<file path="src/shared/osc_div_pkg.sv">
// Purpose: Constants, types and helpers shared by the divided oscillator output block
// Assumes: i_clock ticks twice per master oscillator period (one tick per half period)
// Notes: All counts are in i_clock cycles unless the name says otherwise
`default_nettype none
package osc_div_pkg;
   localparam int CLOCK_PERIOD_NS = 20;
   localparam int CLOCKS_PER_MASTER = 2;
   localparam int START_MASTER_PERIODS = 500;
   localparam int START_CLOCKS = START_MASTER_PERIODS * CLOCKS_PER_MASTER;
   localparam int START_STABLE_MASTER = 16;
   localparam int START_STABLE_CLOCKS = START_STABLE_MASTER * CLOCKS_PER_MASTER;
   localparam int RECOG_MASTER_PER_STEP = 16;
   localparam int RECOG_OFFSET_STEPS = 6;
   localparam int CODE_W = 4;
   localparam int LEVEL_W = 8;
   localparam int HALF_W = 8;
   localparam int STAB_W = 11;
   localparam int START_W = 11;
   localparam int LEAD_SHORT_CLOCKS = 1;
   localparam int LEAD_LONG_CLOCKS = 2;
   localparam int CODE_MID = 7;
   localparam int CODE_TOP = 15;

   // Register map, byte addresses
   localparam logic [3:0] REG_CTRL = 4'h0;
   localparam logic [3:0] REG_STATUS = 4'h4;
   localparam logic [3:0] REG_RATIO = 4'h8;
   // Control fields
   localparam int CTRL_OVERRIDE_BIT = 0;
   localparam int CTRL_CODE_LSB = 4;
   localparam logic CTRL_OVERRIDE_RESET = 1'b0;
   localparam logic [CODE_W-1:0] CTRL_CODE_RESET = 4'h0;
   // Status fields
   localparam int STAT_CODE_LSB = 0;
   localparam int STAT_FLOAT_BIT = 4;
   localparam int STAT_STARTED_BIT = 5;
   localparam int STAT_RUN_BIT = 6;
   localparam int STAT_PIN_CODE_LSB = 8;

   typedef enum logic {PH_POWER_UP, PH_RUNNING} phase_t;

   // Quantise the pin-to-supply ratio: code boundaries at multiples of 1/16
   function automatic logic [CODE_W-1:0] code_of(input logic [LEVEL_W-1:0] level);
      code_of = level[LEVEL_W-1 -: CODE_W];
   endfunction

   // Clocks per half output period, equal to the division ratio
   function automatic logic [HALF_W-1:0] half_of(input logic [CODE_W-1:0] code);
      logic [CODE_W-1:0] e;
      e = (code > 4'(CODE_MID)) ? 4'(CODE_TOP) - code : code;
      half_of = HALF_W'(1) << e;
   endfunction

   // Stable time before a changed code is taken, in clocks
   function automatic logic [STAB_W-1:0] recog_of(input logic [CODE_W-1:0] a,
                                                  input logic [CODE_W-1:0] b);
      logic [CODE_W-1:0] d;
      d = (a > b) ? a - b : b - a;
      recog_of = STAB_W'((32'(d) + RECOG_OFFSET_STEPS) * RECOG_MASTER_PER_STEP
                         * CLOCKS_PER_MASTER);
   endfunction
endpackage
`default_nettype wire
</file>
<file path="src/hw/divided_oscillator_output_enable.sv">
// Purpose: Divider selection, power-of-two clock divider and output enable gating
// Assumes: i_clock is the master oscillator at two ticks per master period
// Notes: Registers on Avalon-MM; output disable acts without the clock
`timescale 1ns/100ps
`default_nettype none
module divided_oscillator_output_enable (
   input wire logic i_clock,
   input wire logic i_reset_n,
   input wire logic [osc_div_pkg::LEVEL_W-1:0] i_div_level,
   input wire logic i_output_enable,
   output logic o_pin_out,
   output logic o_pin_oe,
   input wire logic [3:0] i_address,
   input wire logic i_read,
   input wire logic i_write,
   input wire logic [31:0] i_writedata,
   input wire logic [3:0] i_byteenable,
   output logic [31:0] o_readdata,
   output logic o_waitrequest
);
   import osc_div_pkg::*;

   logic [LEVEL_W-1:0] level_sync;
   logic oe_sync;
   logic [CODE_W-1:0] pin_code;
   logic [CODE_W-1:0] sel_code;
   logic [CODE_W-1:0] cand_code;
   logic [CODE_W-1:0] divider_select_code;
   logic [STAB_W-1:0] stab_cnt;
   logic [STAB_W-1:0] stab_need;
   logic [START_W-1:0] start_cnt;
   logic start_done;
   phase_t phase;
   logic started;
   logic float_when_disabled_bit;
   logic run;
   logic [HALF_W-1:0] half;
   logic [HALF_W-1:0] next_half;
   logic [HALF_W-1:0] lead;
   logic [HALF_W-1:0] cnt;
   logic toggle;
   logic kill_n;
   logic drive_kill_n;
   logic ctrl_override;
   logic [CODE_W-1:0] ctrl_code;
   logic bus_req;
   logic bus_take;
   logic [31:0] next_readdata;

   pin_sync3 #(.WIDTH(LEVEL_W)) u_level_sync (
      .i_clock(i_clock),
      .i_reset_n(i_reset_n),
      .i_async(i_div_level),
      .o_level(level_sync)
   );

   pin_sync3 #(.WIDTH(1)) u_oe_sync (
      .i_clock(i_clock),
      .i_reset_n(i_reset_n),
      .i_async(i_output_enable),
      .o_level(oe_sync)
   );

   // Selection code from the pin, or from software when overridden
   assign pin_code = code_of(level_sync);
   assign sel_code = ctrl_override ? ctrl_code : pin_code;
   assign started = (phase == PH_RUNNING);
   assign float_when_disabled_bit = divider_select_code[CODE_W-1];
   assign next_half = half_of(divider_select_code);
   assign stab_need = started ? recog_of(cand_code, divider_select_code)
                              : STAB_W'(START_STABLE_CLOCKS);
   assign start_done = (start_cnt == START_W'(START_CLOCKS));
   assign toggle = (cnt == half - HALF_W'(1));
   assign lead = (next_half == HALF_W'(1)) ? HALF_W'(LEAD_SHORT_CLOCKS)
                                           : HALF_W'(LEAD_LONG_CLOCKS);

   // Disable paths act without the clock
   assign kill_n = i_reset_n & i_output_enable;
   assign drive_kill_n = i_reset_n & (i_output_enable | ~float_when_disabled_bit);

   // Candidate code must hold still before it is taken
   always_ff @(posedge i_clock or negedge i_reset_n) begin
      if (!i_reset_n) begin
         cand_code <= '0;
         stab_cnt <= '0;
      end else if (sel_code != cand_code) begin
         cand_code <= sel_code;
         stab_cnt <= '0;
      end else if (stab_cnt != '1) begin
         stab_cnt <= stab_cnt + STAB_W'(1);
      end
   end

   // Jump straight to the settled code; no intermediate values
   always_ff @(posedge i_clock or negedge i_reset_n) begin
      if (!i_reset_n) begin
         divider_select_code <= '0;
      end else if (stab_cnt >= stab_need && cand_code == sel_code) begin
         divider_select_code <= cand_code;
      end
   end

   always_ff @(posedge i_clock or negedge i_reset_n) begin
      if (!i_reset_n) begin
         start_cnt <= '0;
      end else if (!start_done) begin
         start_cnt <= start_cnt + START_W'(1);
      end
   end

   // Start-up ends once the timer ran out and the code is stable
   always_ff @(posedge i_clock or negedge i_reset_n) begin
      if (!i_reset_n) begin
         phase <= PH_POWER_UP;
      end else begin
         unique case (phase)
            PH_POWER_UP: begin
               if (start_done && stab_cnt >= STAB_W'(START_STABLE_CLOCKS)
                   && divider_select_code == cand_code
                   && cand_code == sel_code) begin
                  phase <= PH_RUNNING;
               end
            end
            PH_RUNNING: begin
               phase <= PH_RUNNING;
            end
         endcase
      end
   end

   // Run only after the synchronised enable; cleared at once by enable low
   always_ff @(posedge i_clock or negedge kill_n) begin
      if (!kill_n) begin
         run <= 1'b0;
      end else begin
         run <= started & oe_sync;
      end
   end

   // New ratio only at the end of a high half, or while stopped
   always_ff @(posedge i_clock or negedge i_reset_n) begin
      if (!i_reset_n) begin
         half <= HALF_W'(1);
      end else if (!run || (toggle && o_pin_out)) begin
         half <= next_half;
      end
   end

   // Preload makes the first low phase last the lead time
   always_ff @(posedge i_clock or negedge i_reset_n) begin
      if (!i_reset_n) begin
         cnt <= '0;
      end else if (!run) begin
         cnt <= next_half - lead;
      end else if (toggle) begin
         cnt <= '0;
      end else begin
         cnt <= cnt + HALF_W'(1);
      end
   end

   // Pin level: low while stopped, truncated at once by enable low
   always_ff @(posedge i_clock or negedge kill_n) begin
      if (!kill_n) begin
         o_pin_out <= 1'b0;
      end else if (!run) begin
         o_pin_out <= 1'b0;
      end else if (toggle) begin
         o_pin_out <= ~o_pin_out;
      end
   end

   // Pin drive: floats in start-up, float mode releases at once on disable
   always_ff @(posedge i_clock or negedge drive_kill_n) begin
      if (!drive_kill_n) begin
         o_pin_oe <= 1'b0;
      end else begin
         o_pin_oe <= started & (oe_sync | ~float_when_disabled_bit);
      end
   end

   // Avalon slave: one wait cycle, then answer
   assign bus_req = i_read | i_write;
   assign bus_take = bus_req & ~o_waitrequest;

   always_comb begin
      next_readdata = '0;
      unique case (i_address)
         REG_CTRL: begin
            next_readdata[CTRL_OVERRIDE_BIT] = ctrl_override;
            next_readdata[CTRL_CODE_LSB +: CODE_W] = ctrl_code;
         end
         REG_STATUS: begin
            next_readdata[STAT_CODE_LSB +: CODE_W] = divider_select_code;
            next_readdata[STAT_FLOAT_BIT] = float_when_disabled_bit;
            next_readdata[STAT_STARTED_BIT] = started;
            next_readdata[STAT_RUN_BIT] = run;
            next_readdata[STAT_PIN_CODE_LSB +: CODE_W] = pin_code;
         end
         REG_RATIO: begin
            next_readdata[HALF_W-1:0] = half;
         end
         default: begin
            next_readdata = '0;
         end
      endcase
   end

   always_ff @(posedge i_clock or negedge i_reset_n) begin
      if (!i_reset_n) begin
         o_waitrequest <= 1'b1;
      end else begin
         o_waitrequest <= ~(bus_req & o_waitrequest);
      end
   end

   always_ff @(posedge i_clock or negedge i_reset_n) begin
      if (!i_reset_n) begin
         o_readdata <= '0;
      end else if (i_read && o_waitrequest) begin
         o_readdata <= next_readdata;
      end
   end

   always_ff @(posedge i_clock or negedge i_reset_n) begin
      if (!i_reset_n) begin
         ctrl_override <= CTRL_OVERRIDE_RESET;
         ctrl_code <= CTRL_CODE_RESET;
      end else if (bus_take && i_write && i_address == REG_CTRL && i_byteenable[0]) begin
         ctrl_override <= i_writedata[CTRL_OVERRIDE_BIT];
         ctrl_code <= i_writedata[CTRL_CODE_LSB +: CODE_W];
      end
   end
endmodule
`default_nettype wire

</file>
<file path="src/hw/pin_sync3.sv">
// Purpose: Three-stage input synchroniser with agreement filter
// Assumes: i_async comes from outside the i_clock domain
// Notes: Output follows only when stages two and three agree
`timescale 1ns/100ps
`default_nettype none
module pin_sync3 #(
   parameter int WIDTH = 1
) (
   input wire logic i_clock,
   input wire logic i_reset_n,
   input wire logic [WIDTH-1:0] i_async,
   output logic [WIDTH-1:0] o_level
);
   logic [WIDTH-1:0] stage1;
   logic [WIDTH-1:0] stage2;
   logic [WIDTH-1:0] stage3;

   always_ff @(posedge i_clock or negedge i_reset_n) begin
      if (!i_reset_n) begin
         stage1 <= '0;
         stage2 <= '0;
         stage3 <= '0;
      end else begin
         stage1 <= i_async;
         stage2 <= stage1;
         stage3 <= stage2;
      end
   end

   always_ff @(posedge i_clock or negedge i_reset_n) begin
      if (!i_reset_n) begin
         o_level <= '0;
      end else if (stage2 == stage3) begin
         o_level <= stage3;
      end
   end
endmodule
`default_nettype wire

</file>
<file path="config.mk">
export PLATFORM = sky130hd
export DESIGN_NAME = divided_oscillator_output_enable
export DESIGN_NICKNAME = d
export VERILOG_FILES = /design/src/shared/osc_div_pkg.sv /design/src/hw/divided_oscillator_output_enable.sv /design/src/hw/pin_sync3.sv
export SDC_FILE = /design/constraint.sdc
export NUM_CORES = 1
export LEC_CHECK = 0
export ABC_AREA = 1
export BUFFER_PORTS_ARGS = -buffer_cell sky130_fd_sc_hd__buf_2
export CAP_MARGIN = 20
export CORE_UTILIZATION = 30
export CTS_CLUSTER_DIAMETER = 50
export DETAILED_ROUTE_END_ITERATION = 10
export PLACE_DENSITY = 0.58
export SLEW_MARGIN = 15
export SYNTH_ARGS = -nofsm -noshare
export SYNTH_HDL_FRONTEND = slang
export SYNTH_SLANG_ARGS = --single-unit
export TNS_END_PERCENT = 50
</file>
<file path="constraint.sdc">
create_clock -name i_clock -period 1.2 [get_ports i_clock]
set_input_delay 0.12 -clock i_clock [delete_from_list [all_inputs] [get_ports i_clock]]
set_output_delay 0.12 -clock i_clock [all_outputs]
set_load 0.03 [all_outputs]
</file>
======== After elaboration in Yosys (flattened, before gate mapping) ========
Cells that the tools add are included.
Widths: inputs -> output; s select.
word-level totals
  register bits ........................... 104
  word-level logic and storage cells ...... 93
cells by class
  $add $sub $neg .......................... 9
  magnitude comparators ................... 4
  equality and inequality tests ........... 12
  shifts and indexed selects .............. 1
  mux-type cells .......................... 18
  bitwise operators ....................... 14
  reduce and logical (&&, ||, !) cells .... 13
operators by type and width
  cell                   count
  $add 11x1->11 const B  2
  $mux 11                2
  $eq 8x8->1             2
  $mux 4                 4
  $mux 8                 2
  $eq 11x10->1 const B   1
  $ge 11x10->1           1
  $ge 11x6->1 const B    1
  $ne 11x11->1 const B   1
  $mux 10                1
  $logic_and 1x1->1      9
  $pmux 3 s3             1
  $add 8x1->8 const B    1
  $eq 4x4->1             2
  $eq 8x1->1 const B     1
  $shl 1x4->8 const A    1
  $sub 4x4->4            2
  $sub 8x1->8 const B    1
  $sub 8x2->8            1
  $and 1x1->1            6
  $pmux 3 s2             1
  $add 4x3->5 const B    1
  $not 1->1              5
  $eq 4x3->1 const B     1
  other kinds (16)       21

======== Depth between registers and ports, before layout ========
Gate-level depths: netlist of run 1.
  word-level depth ........................ 7
  depth in mapped cells ................... 20

======== Hierarchy ========
Synthesis of run 1 repeated with hierarchy kept, for this count alone.
unflattened totals
  cells, all modules ...................... 632
  area, all modules ....................... 5432.7 um^2
by module, submodules not included
  module                            instances  cells an instance  area an instance (um^2)  sequential area each (um^2)
  divided_oscillator_output_enable  1          539                4276.6                   1704.1
  pin_sync3 at u_level_sync         1          85                 1039.7                   800.8
  pin_sync3 at u_oe_sync            1          8                  116.4                    100.1

======== Worst setup path after synthesis of run 1 ========
OpenSTA, ideal clock, no wires.
  kind .................................... reg2reg
  start ................................... register cand_code[0]
  end ..................................... register divider_select_code[1]
  arrival time ............................ 2.862 ns
  setup slack ............................. -1.785 ns
  cell stages (with the launch flop) ...... 18
  path buffers ............................ 0
  period minus slack after synthesis ...... 2.985 ns
  cells stage by stage .................... dfrtp_1 inv_1 ha_1 fa_1 o21ai_0 nand2_1 o21ai_0 inv_1 ha_1 or2_2 ha_1 nand4_1 nor2_1 nand4_1 nand3_1 nand2_2 nand2_1 o21ai_1
between the ends
  longest elaborated chain between the ends .. 6
RTL lines
  item                                       line                                    RTL
  from (decl)                                divided_oscillator_output_enable.sv:27  logic [CODE_W-1:0] cand_code;
  from (signal assigned)                     divided_oscillator_output_enable.sv:87  cand_code <= sel_code;
  $sub 4x4->4 or $gt 4x4->1 (tied branches)  osc_div_pkg.sv:58                       d = (a > b) ? a - b : b - a;
  $mux 4                                     osc_div_pkg.sv:58
  $add 4x3->5                                osc_div_pkg.sv:59                       recog_of = STAB_W'((32'(d) + RECOG_OFFSET_STEPS) * RECOG_MASTER_PER_STEP
  $mux 10                                    divided_oscillator_output_enable.sv:70  assign stab_need = started ? recog_of(cand_code, divider_select_code)
  $ge 11x10->1                               divided_oscillator_output_enable.sv:98  end else if (stab_cnt >= stab_need && cand_code == sel_code) begin
  $logic_and 1x1->1 *                        divided_oscillator_output_enable.sv:98
  to (signal assigned)                       divided_oscillator_output_enable.sv:99  divider_select_code <= cand_code;
  to (decl)                                  divided_oscillator_output_enable.sv:28  logic [CODE_W-1:0] divider_select_code;
Every way passes the cells marked *; elsewhere a longest branch is shown, timed or not.
A chain may end at the register's enable or synchronous reset.

======== Worst setup path in the final report of run 1 ========
  start ................................... register cand_code[0]
  end ..................................... register divider_select_code[2]
The elaborated chain is that of the path after synthesis.

==> results.py, run 1 <==
metrics = {
    "power_and_ir_drop": {
        "power.total_w": 0.00870,
        "ir_drop_v": 0.00112,
        "powerDensity_nw_per_um2": 1120,
        "cellLeakagePower_nw": 3.87,
    },
    "status": {
        "violations": "setup timing",
        "outcome": "finished with violations",
    },
    "logic_synthesis": {
        "synth_area_leaders": "dfrtp_1 46%, nand2_1 11%, xor2_1 5.5%, inv_1 5.3%, ha_1 5.2%",
        "synth_top_cells_by_count": "157 x nand2_1, 98 x dfrtp_1, 75 x inv_1",
        "synth-edff-count": 0,
        "synth_area_um2": 5290,
        "ys_seq_area_share_pct": 47.4,
        "ys_warn_count": 0,
        "async_reset_ff_share_pct": 100,
        "synth_cells": 619,
        "avgSynthCellArea_um2": 8.54,
        "yosysMostFrequentCell": "nand2_1",
        "synth_ff_type": "dfrtp_1",
        "synth_top_area_share_pct": 46.4,
        "synth_top_area_cell": "dfrtp_1",
        "synthDistinctLibCells": 37,
        "ys_ff_latch": 100,
    },
    "hold_path": {
        "whs_path_depth": 2,
        "hp-start": "i_writedata[4]",
        "min_to": "ctrl_code[0]$_DFFE_PN0P_",
        "hp-class": "in -> reg",
    },
    "cts": {
        "clock_path_buffers": 2,
        "clk_pin_slew_ns": 0.08,
        "cts_tree": "done",
        "cts_made_buffers": 9,
        "cts.sinks": 100,
        "root_buffer": "clkbuf_16",
        "clk_latency_ns": 0.35,
        "htree_levels": 3,
    },
    "placed_design": {
        "place.gp.congestion": 0.867,
        "dp_hpwl_mm": 9.01,
        "port_buffers": 37,
    },
    "routing": {
        "drc_errors": 0,
        "drtIter0Drc": 162,
        "vias": 4555,
        "antenna_left": 0,
        "vias_per_cell": 4.34,
        "wl_per_cell_um": 11.8,
        "wirelength_mm": 12.3,
        "drt-pass1-iter-count": 5,
    },
    "timing": {
        "clock.fmax_mhz": 333,
        "finalSetupViolations": 45,
        "period_needed_ns": 3.00,
        "rsz0062_at_grt": "yes",
        "min_period_over_period_pct": 250,
        "clock_skew_ns": 0.00908,
        "finalWorstSetupSlack_ns": -1.80,
        "finalHoldViolCount": 0,
        "slew_violations": 0,
        "holdWs_ns": 0.0212,
    },
    "floorplanning": {
        "die-area_um2": 18200,
        "start_util_pct": 30.7,
        "core_region_area_um2": 17200,
        "ios": 88,
        "die_x_um": 135,
        "die_y_um": 135,
        "rows": 48,
    },
    "global_routing": {
        "grt_start_max_net_pins": 42,
        "antenna_found_initial": 0,
        "grt_first_pass_wirelength_mm": 20.6,
        "track_usage_pct": 14.3,
        "grt_overflow_total": 0,
        "first_global_vias": 4426,
    },
    "worst_setup_path": {
        "cp.required_ns": 1.45,
        "reg2reg_depth": 17,
        "crit_path_end_kind": "flip-flop",
        "worstSetupPathType": "reg -> reg",
        "worstPathMaxFanout": 7,
        "regToRegEndpoint": "divider_select_code[2]$_DFFE_PN0P_",
        "reg2reg_setup_slack_ns": -1.80,
        "crit_arrival_ns": 3.25,
        "start_kind": "flip-flop",
        "r2r_start": "cand_code[0]$_DFFE_PN0N_",
    },
    "job": {
        "drv_cap": 0,
    },
    "final_layout": {
        "final_nets": 897,
        "fillCellCount": 1668,
        "drive_above_1_share_pct": 38.8,
        "antenna-diode-count": 0,
        "synthToLayoutAreaGrowth_pct": 46.5,
    },
}
==> layout by cell type (no fill, tap or decap), drive strengths merged, types with 15 or more instances in the layout <==
master and n:
nor2 41, conb 20, dlygate4sd3 16, ha 22, xor2 33, nand2 163
o21ai 47, buf 178, dfrtp 98, inv 84, a21oi 15, nand3 42
==> critical path: stages, from the launching register on <==
cell and delay, ns:
dfrtp_1 0.41, buf_4 0.15, ha_4 0.15, fa_2 0.33, xnor2_1 0.17, nand2_1 0.08, o21ai_2 0.06, inv_1 0.06
ha_1 0.27, or2_4 0.24, ha_4 0.26, nand4_1 0.08, nor2_1 0.15, nand4_1 0.13, nand3_2 0.13, nand2_4 0.08
nand2_1 0.07, o21ai_1 0.05
==> power by group <==
group,switching [W],leakage [nW],internal (W)
registers,0.000116,1.28,0.00356
clock network,0.00147,0.152,0.00150
logic,0.00111,2.44,0.000953
total,0.00269,3.87,0.00601
==> worst max-delay path by stage <==
stage	start	to	slack (ns)	depth (start not counted)
2_1_floorplan	cand_code[0]$_DFFE_PN0N_	divider_select_code[1]$_DFFE_PN0P_	-1.62	17
3_3_place_gp	cand_code[0]$_DFFE_PN0N_	divider_select_code[0]$_DFFE_PN0P_	-1.77	17
3_5_place_dp	cand_code[0]$_DFFE_PN0N_	divider_select_code[0]$_DFFE_PN0P_	-1.82	17
4_1_cts	cand_code[0]$_DFFE_PN0N_	divider_select_code[0]$_DFFE_PN0P_	-1.70	17
5_1_grt	cand_code[0]$_DFFE_PN0N_	divider_select_code[1]$_DFFE_PN0P_	-2.02	17
6_report	cand_code[0]$_DFFE_PN0N_	divider_select_code[2]$_DFFE_PN0P_	-1.80	17
==> cell families after synthesis <==
group | count (synthesis) | synth area share (%)
fa+ha+maj | 26 | 6.53
mux | 1 | 0.213
other cells | 1 | 0.0709
simple gates | 270 | 22.7
buf+inv | 108 | 9.16
flops | 100 | 47.4
xor+xnor | 42 | 6.96
compound gates | 71 | 6.98
==> through the flow <==
stage,utilization (%),std cells,setup TNS (ns),setup WS [ns],instance area [µm²]
after floorplan,-,638,-19.43,-1.62,5410
after global placement,38.7,999,-25.29,-1.77,6670
after detailed placement,38.7,999,-26.76,-1.82,6670
after CTS,42.8,1040,-25.28,-1.70,7380
after global routing,45.0,1049,-29.55,-2.02,7750
final,45.0,1049,-24.19,-1.80,7750
==> registers in the layout, indices dropped and copies added, names as in the netlist, 4 cells and up <==
name / cells
u_level_sync.stage3: 8
cand_code: 4
ctrl_code: 4
start_cnt: 11
half: 8
u_level_sync.stage1: 8
divider_select_code: 4
u_level_sync.o_level: 4
o_readdata: 12
stab_cnt: 11
cnt: 8
u_level_sync.stage2: 8
==> per-layer routing <==
layer	vias up	track usage, %	wire (µm)
li1	2343	-	-
met1	2148	18.4	5590
met2	56	24.5	6280
met3	8	3.30	366
met4	0	2.75	95
met5	-	0	0
==> cell type report <==
| class | count | area [µm²] | share of cell area [%] |
|---|---|---|---|
| Timing Repair Buffer | 194 | 1490 | 19.2 |
| Tap cell | 225 | 282 | 3.63 |
| Inverter | 82 | 313 | 4.04 |
| Multi-Input combinational cell | 432 | 2850 | 36.7 |
| Sequential cell | 100 | 2510 | 32.4 |
| Clock inverter | 7 | 88.8 | 1.15 |
| Clock buffer | 9 | 225 | 2.91 |
==> repair_timing <==
item                                    in CTS  in global routing
gates cloned                                 2                  0
endpoints found under the setup margin      46                 56
gates resized for setup                     50                 87
hold buffers                                16                  0
pin swaps                                   20                 39
setup buffers                                7                 10
endpoints found under the hold margin      112                  0
(Power assumes the default switching activity.)
==> run 2: changes to the inputs <==
--- a/config.mk
+++ b/config.mk
@@ -9,9 +9,10 @@
 export BUFFER_PORTS_ARGS = -buffer_cell sky130_fd_sc_hd__buf_2
 export CAP_MARGIN = 20
 export CORE_UTILIZATION = 30
-export CTS_CLUSTER_DIAMETER = 50
+export CTS_CLUSTER_DIAMETER = 30
 export DETAILED_ROUTE_END_ITERATION = 10
 export PLACE_DENSITY = 0.58
+export RECOVER_POWER = 25
 export SLEW_MARGIN = 15
 export SYNTH_ARGS = -nofsm -noshare
 export SYNTH_HDL_FRONTEND = slang
==> constraint.sdc (replaced) <==
create_clock -name i_clock -period 1.2 [get_ports i_clock]
set_input_delay 0.12 -clock i_clock [delete_from_list [all_inputs] [get_ports i_clock]]
set_output_delay 0.12 -clock i_clock [all_outputs]
set_load 0.05 [all_outputs]
==> run 2 against run 1 <==
The run still ends with setup timing left. Combinational power increased by 4%. Worst hold slack improved by 0.0041 ns. Worst setup slack improved by 0.0016 ns. Clock skew about the same. Global-route usage about the same. Wire length decreased by 0.45%. Register-to-register slack about the same. Die area unchanged. Core utilization decreased by 0.058 points. Clock-buffer cell count unchanged. First-iteration DRC count increased by 12%. Critical endpoint unchanged. Largest cell class unchanged.
==> results.py, run 2 (synthesis results as in run 1) <==
metrics = {
    "worst_setup_path": {
        "cp_slowest_cell": "dfrtp_1",
        "cp_cell_sequence": "buf_4, ha_4, fa_2, xnor2_1, nand2_1, o21ai_2, inv_1, ha_1, or2_4, ha_4, nand4_1, nor2_1, nand4_1, nand3_2, nand2_4, nand2_1, o21ai_1",
        "worstSetupPathType": "reg -> reg",
        "start_kind": "flip-flop",
        "crit_path_end_kind": "flip-flop",
        "worstPathMaxFanout": 7,
        "crit_arrival_ns": 3.25,
        "cp.required_ns": 1.44,
        "max_stage_delay_ns": 0.41,
    },
    "floorplanning": {
        "die-area_um2": 18200,
        "die_x_um": 135,
        "die_y_um": 135,
        "ios": 88,
        "core_region_area_um2": 17200,
        "rows": 48,
        "start_util_pct": 30.7,
    },
    "cts": {
        "htree_levels": 3,
        "cts.sinks": 100,
        "clk_latency_ns": 0.35,
        "root_buffer": "clkbuf_16",
        "cts_made_buffers": 9,
        "cts_tree": "done",
        "clk_pin_slew_ns": 0.08,
        "clock_path_buffers": 2,
    },
    "power_and_ir_drop": {
        "pwr-share-clk_pct": 33.7,
        "ir_drop_v": 0.00111,
        "p_int_w": 0.00600,
        "power.total_w": 0.00877,
        "p_sw_share_pct": 31.6,
        "switchingPower_w": 0.00277,
        "powerDensity_nw_per_um2": 1130,
        "cellLeakagePower_nw": 3.87,
        "power_frac_comb_pct": 24.4,
        "p_seq_share_pct": 41.9,
    },
    "timing": {
        "period_needed_ns": 3.00,
        "clock.fmax_mhz": 333,
        "clock_skew_ns": 0.00903,
        "min_period_over_period_pct": 250,
        "finalSetupViolations": 45,
        "finalWorstSetupSlack_ns": -1.80,
        "slew_violations": 0,
        "finalHoldViolCount": 0,
        "rsz0062_at_grt": "yes",
    },
    "routing": {
        "drc_errors": 0,
        "wl_per_cell_um": 11.7,
        "vias_per_cell": 4.35,
        "antenna_left": 0,
        "vias": 4565,
        "drtIter0Drc": 181,
        "wirelength_mm": 12.3,
        "drt-pass1-iter-count": 5,
    },
    "final_layout": {
        "largest_reg_flops": 12,
        "fin_area_um2": 7740,
        "largestRegisters": "o_readdata: 12 flops, stab_cnt: 11 flops, start_cnt: 11 flops",
        "layout_common_cells": "127 x nand2_1, 127 x buf_4, 95 x dfrtp_1",
        "antenna-diode-count": 0,
        "regMostFlops": "o_readdata",
        "final_nets": 897,
        "synthToLayoutAreaGrowth_pct": 46.3,
        "drive_above_1_share_pct": 38.8,
    },
    "status": {
        "outcome": "finished with violations",
        "violations": "setup timing",
    },
    "placed_design": {
        "port_buffers": 37,
        "dp_hpwl_mm": 9.01,
        "dpl_cell_area_um2": 6670,
        "dp_slack_ns": -1.82,
        "place.gp.congestion": 0.867,
    },
    "global_routing": {
        "antenna_found_initial": 0,
        "first_global_vias": 4426,
        "grt_overflow_total": 0,
        "grt_first_pass_wirelength_mm": 20.6,
        "track_usage_pct": 14.3,
        "grt_start_max_net_pins": 42,
    },
    "hold_path": {
        "hp-class": "in -> reg",
    },
    "job": {
        "drv_cap": 0,
    },
}
-- run 2: final cells by class --
type,count,area (µm²)
Clock buffer,9,225
Clock inverter,7,88.8
Fill cell,1669,9500
Inverter,82,313
Multi-Input combinational cell,432,2840
Sequential cell,100,2510
Tap cell,225,282
Timing Repair Buffer,194,1480
-- run 2: path summary, 6_finish.rpt --
check | start | end | slack (ns) | depth (start not counted)
max | cand_code[0]$_DFFE_PN0N_ | divider_select_code[2]$_DFFE_PN0P_ | -1.80 | 17
min | i_writedata[4] | ctrl_code[0]$_DFFE_PN0P_ | 0.03 | 2
max reg2reg | cand_code[0]$_DFFE_PN0N_ | divider_select_code[2]$_DFFE_PN0P_ | -1.80 | 17
min reg2reg | u_level_sync.stage1[0]$_DFF_PN0_ | u_level_sync.stage2[0]$_DFF_PN0_ | 0.35 | 0
max in group asynchronous | i_reset_n | half[0]$_DFFE_PN1P_ | 0.31 | 3
min in group asynchronous | i_output_enable | o_pin_oe$_DFF_PN0_ | 0.21 | 4
-- run 2: worst max-delay path, delay by kind of cell, from the launching register on --
family | cells | cell delay, ns
AOI/OAI and AO/OA | 2 | 0.11
xor gates and xnor gates | 1 | 0.17
adders and majority gates | 4 | 1.01
buffers and inverters | 2 | 0.21
DFF | 1 | 0.41
and+or+nand+nor | 8 | 0.96
-- run 2: layer usage --
layer,track usage (%),part of all wire [%],up-vias
met5,0,0,-
met4,2.75,1.0,0
met3,3.30,2.9,11
met2,24.5,51,59
met1,18.4,45,2153
li1,-,-,2342
-- run 2: power by group through the flow --
stage | Combinational, W | Sequential, W | Clock (W)
floorplan | 0.00101 | 0.00381 | 0
global placement | 0.00175 | 0.00373 | 0
detailed placement | 0.00178 | 0.00373 | 0
CTS | 0.00195 | 0.00365 | 0.00305
global route | 0.00238 | 0.00370 | 0.00319
finish | 0.00214 | 0.00367 | 0.00296
-- run 2: repair_timing --
action | in CTS | in global routing
gates cloned | 2 | 0
hold buffers | 16 | 0
buffers inserted | 7 | 10
gates resized for setup | 50 | 86
endpoints found under the hold margin | 112 | 0
endpoints found under the setup margin | 47 | 57
pin swaps | 20 | 39
-- run 2: through the flow --
step / hold WS (ns) / utilization [%] / TNS [ns] / std cells
floorplan: -0.176 / - / -20.71 / 638
global placement: 0.000289 / 38.7 / -25.29 / 999
detailed placement: 0.000946 / 38.7 / -26.76 / 999
CTS: 0.0113 / 42.8 / -25.31 / 1040
global route: 0.0331 / 44.9 / -29.72 / 1049
finish: 0.0253 / 44.9 / -24.16 / 1049
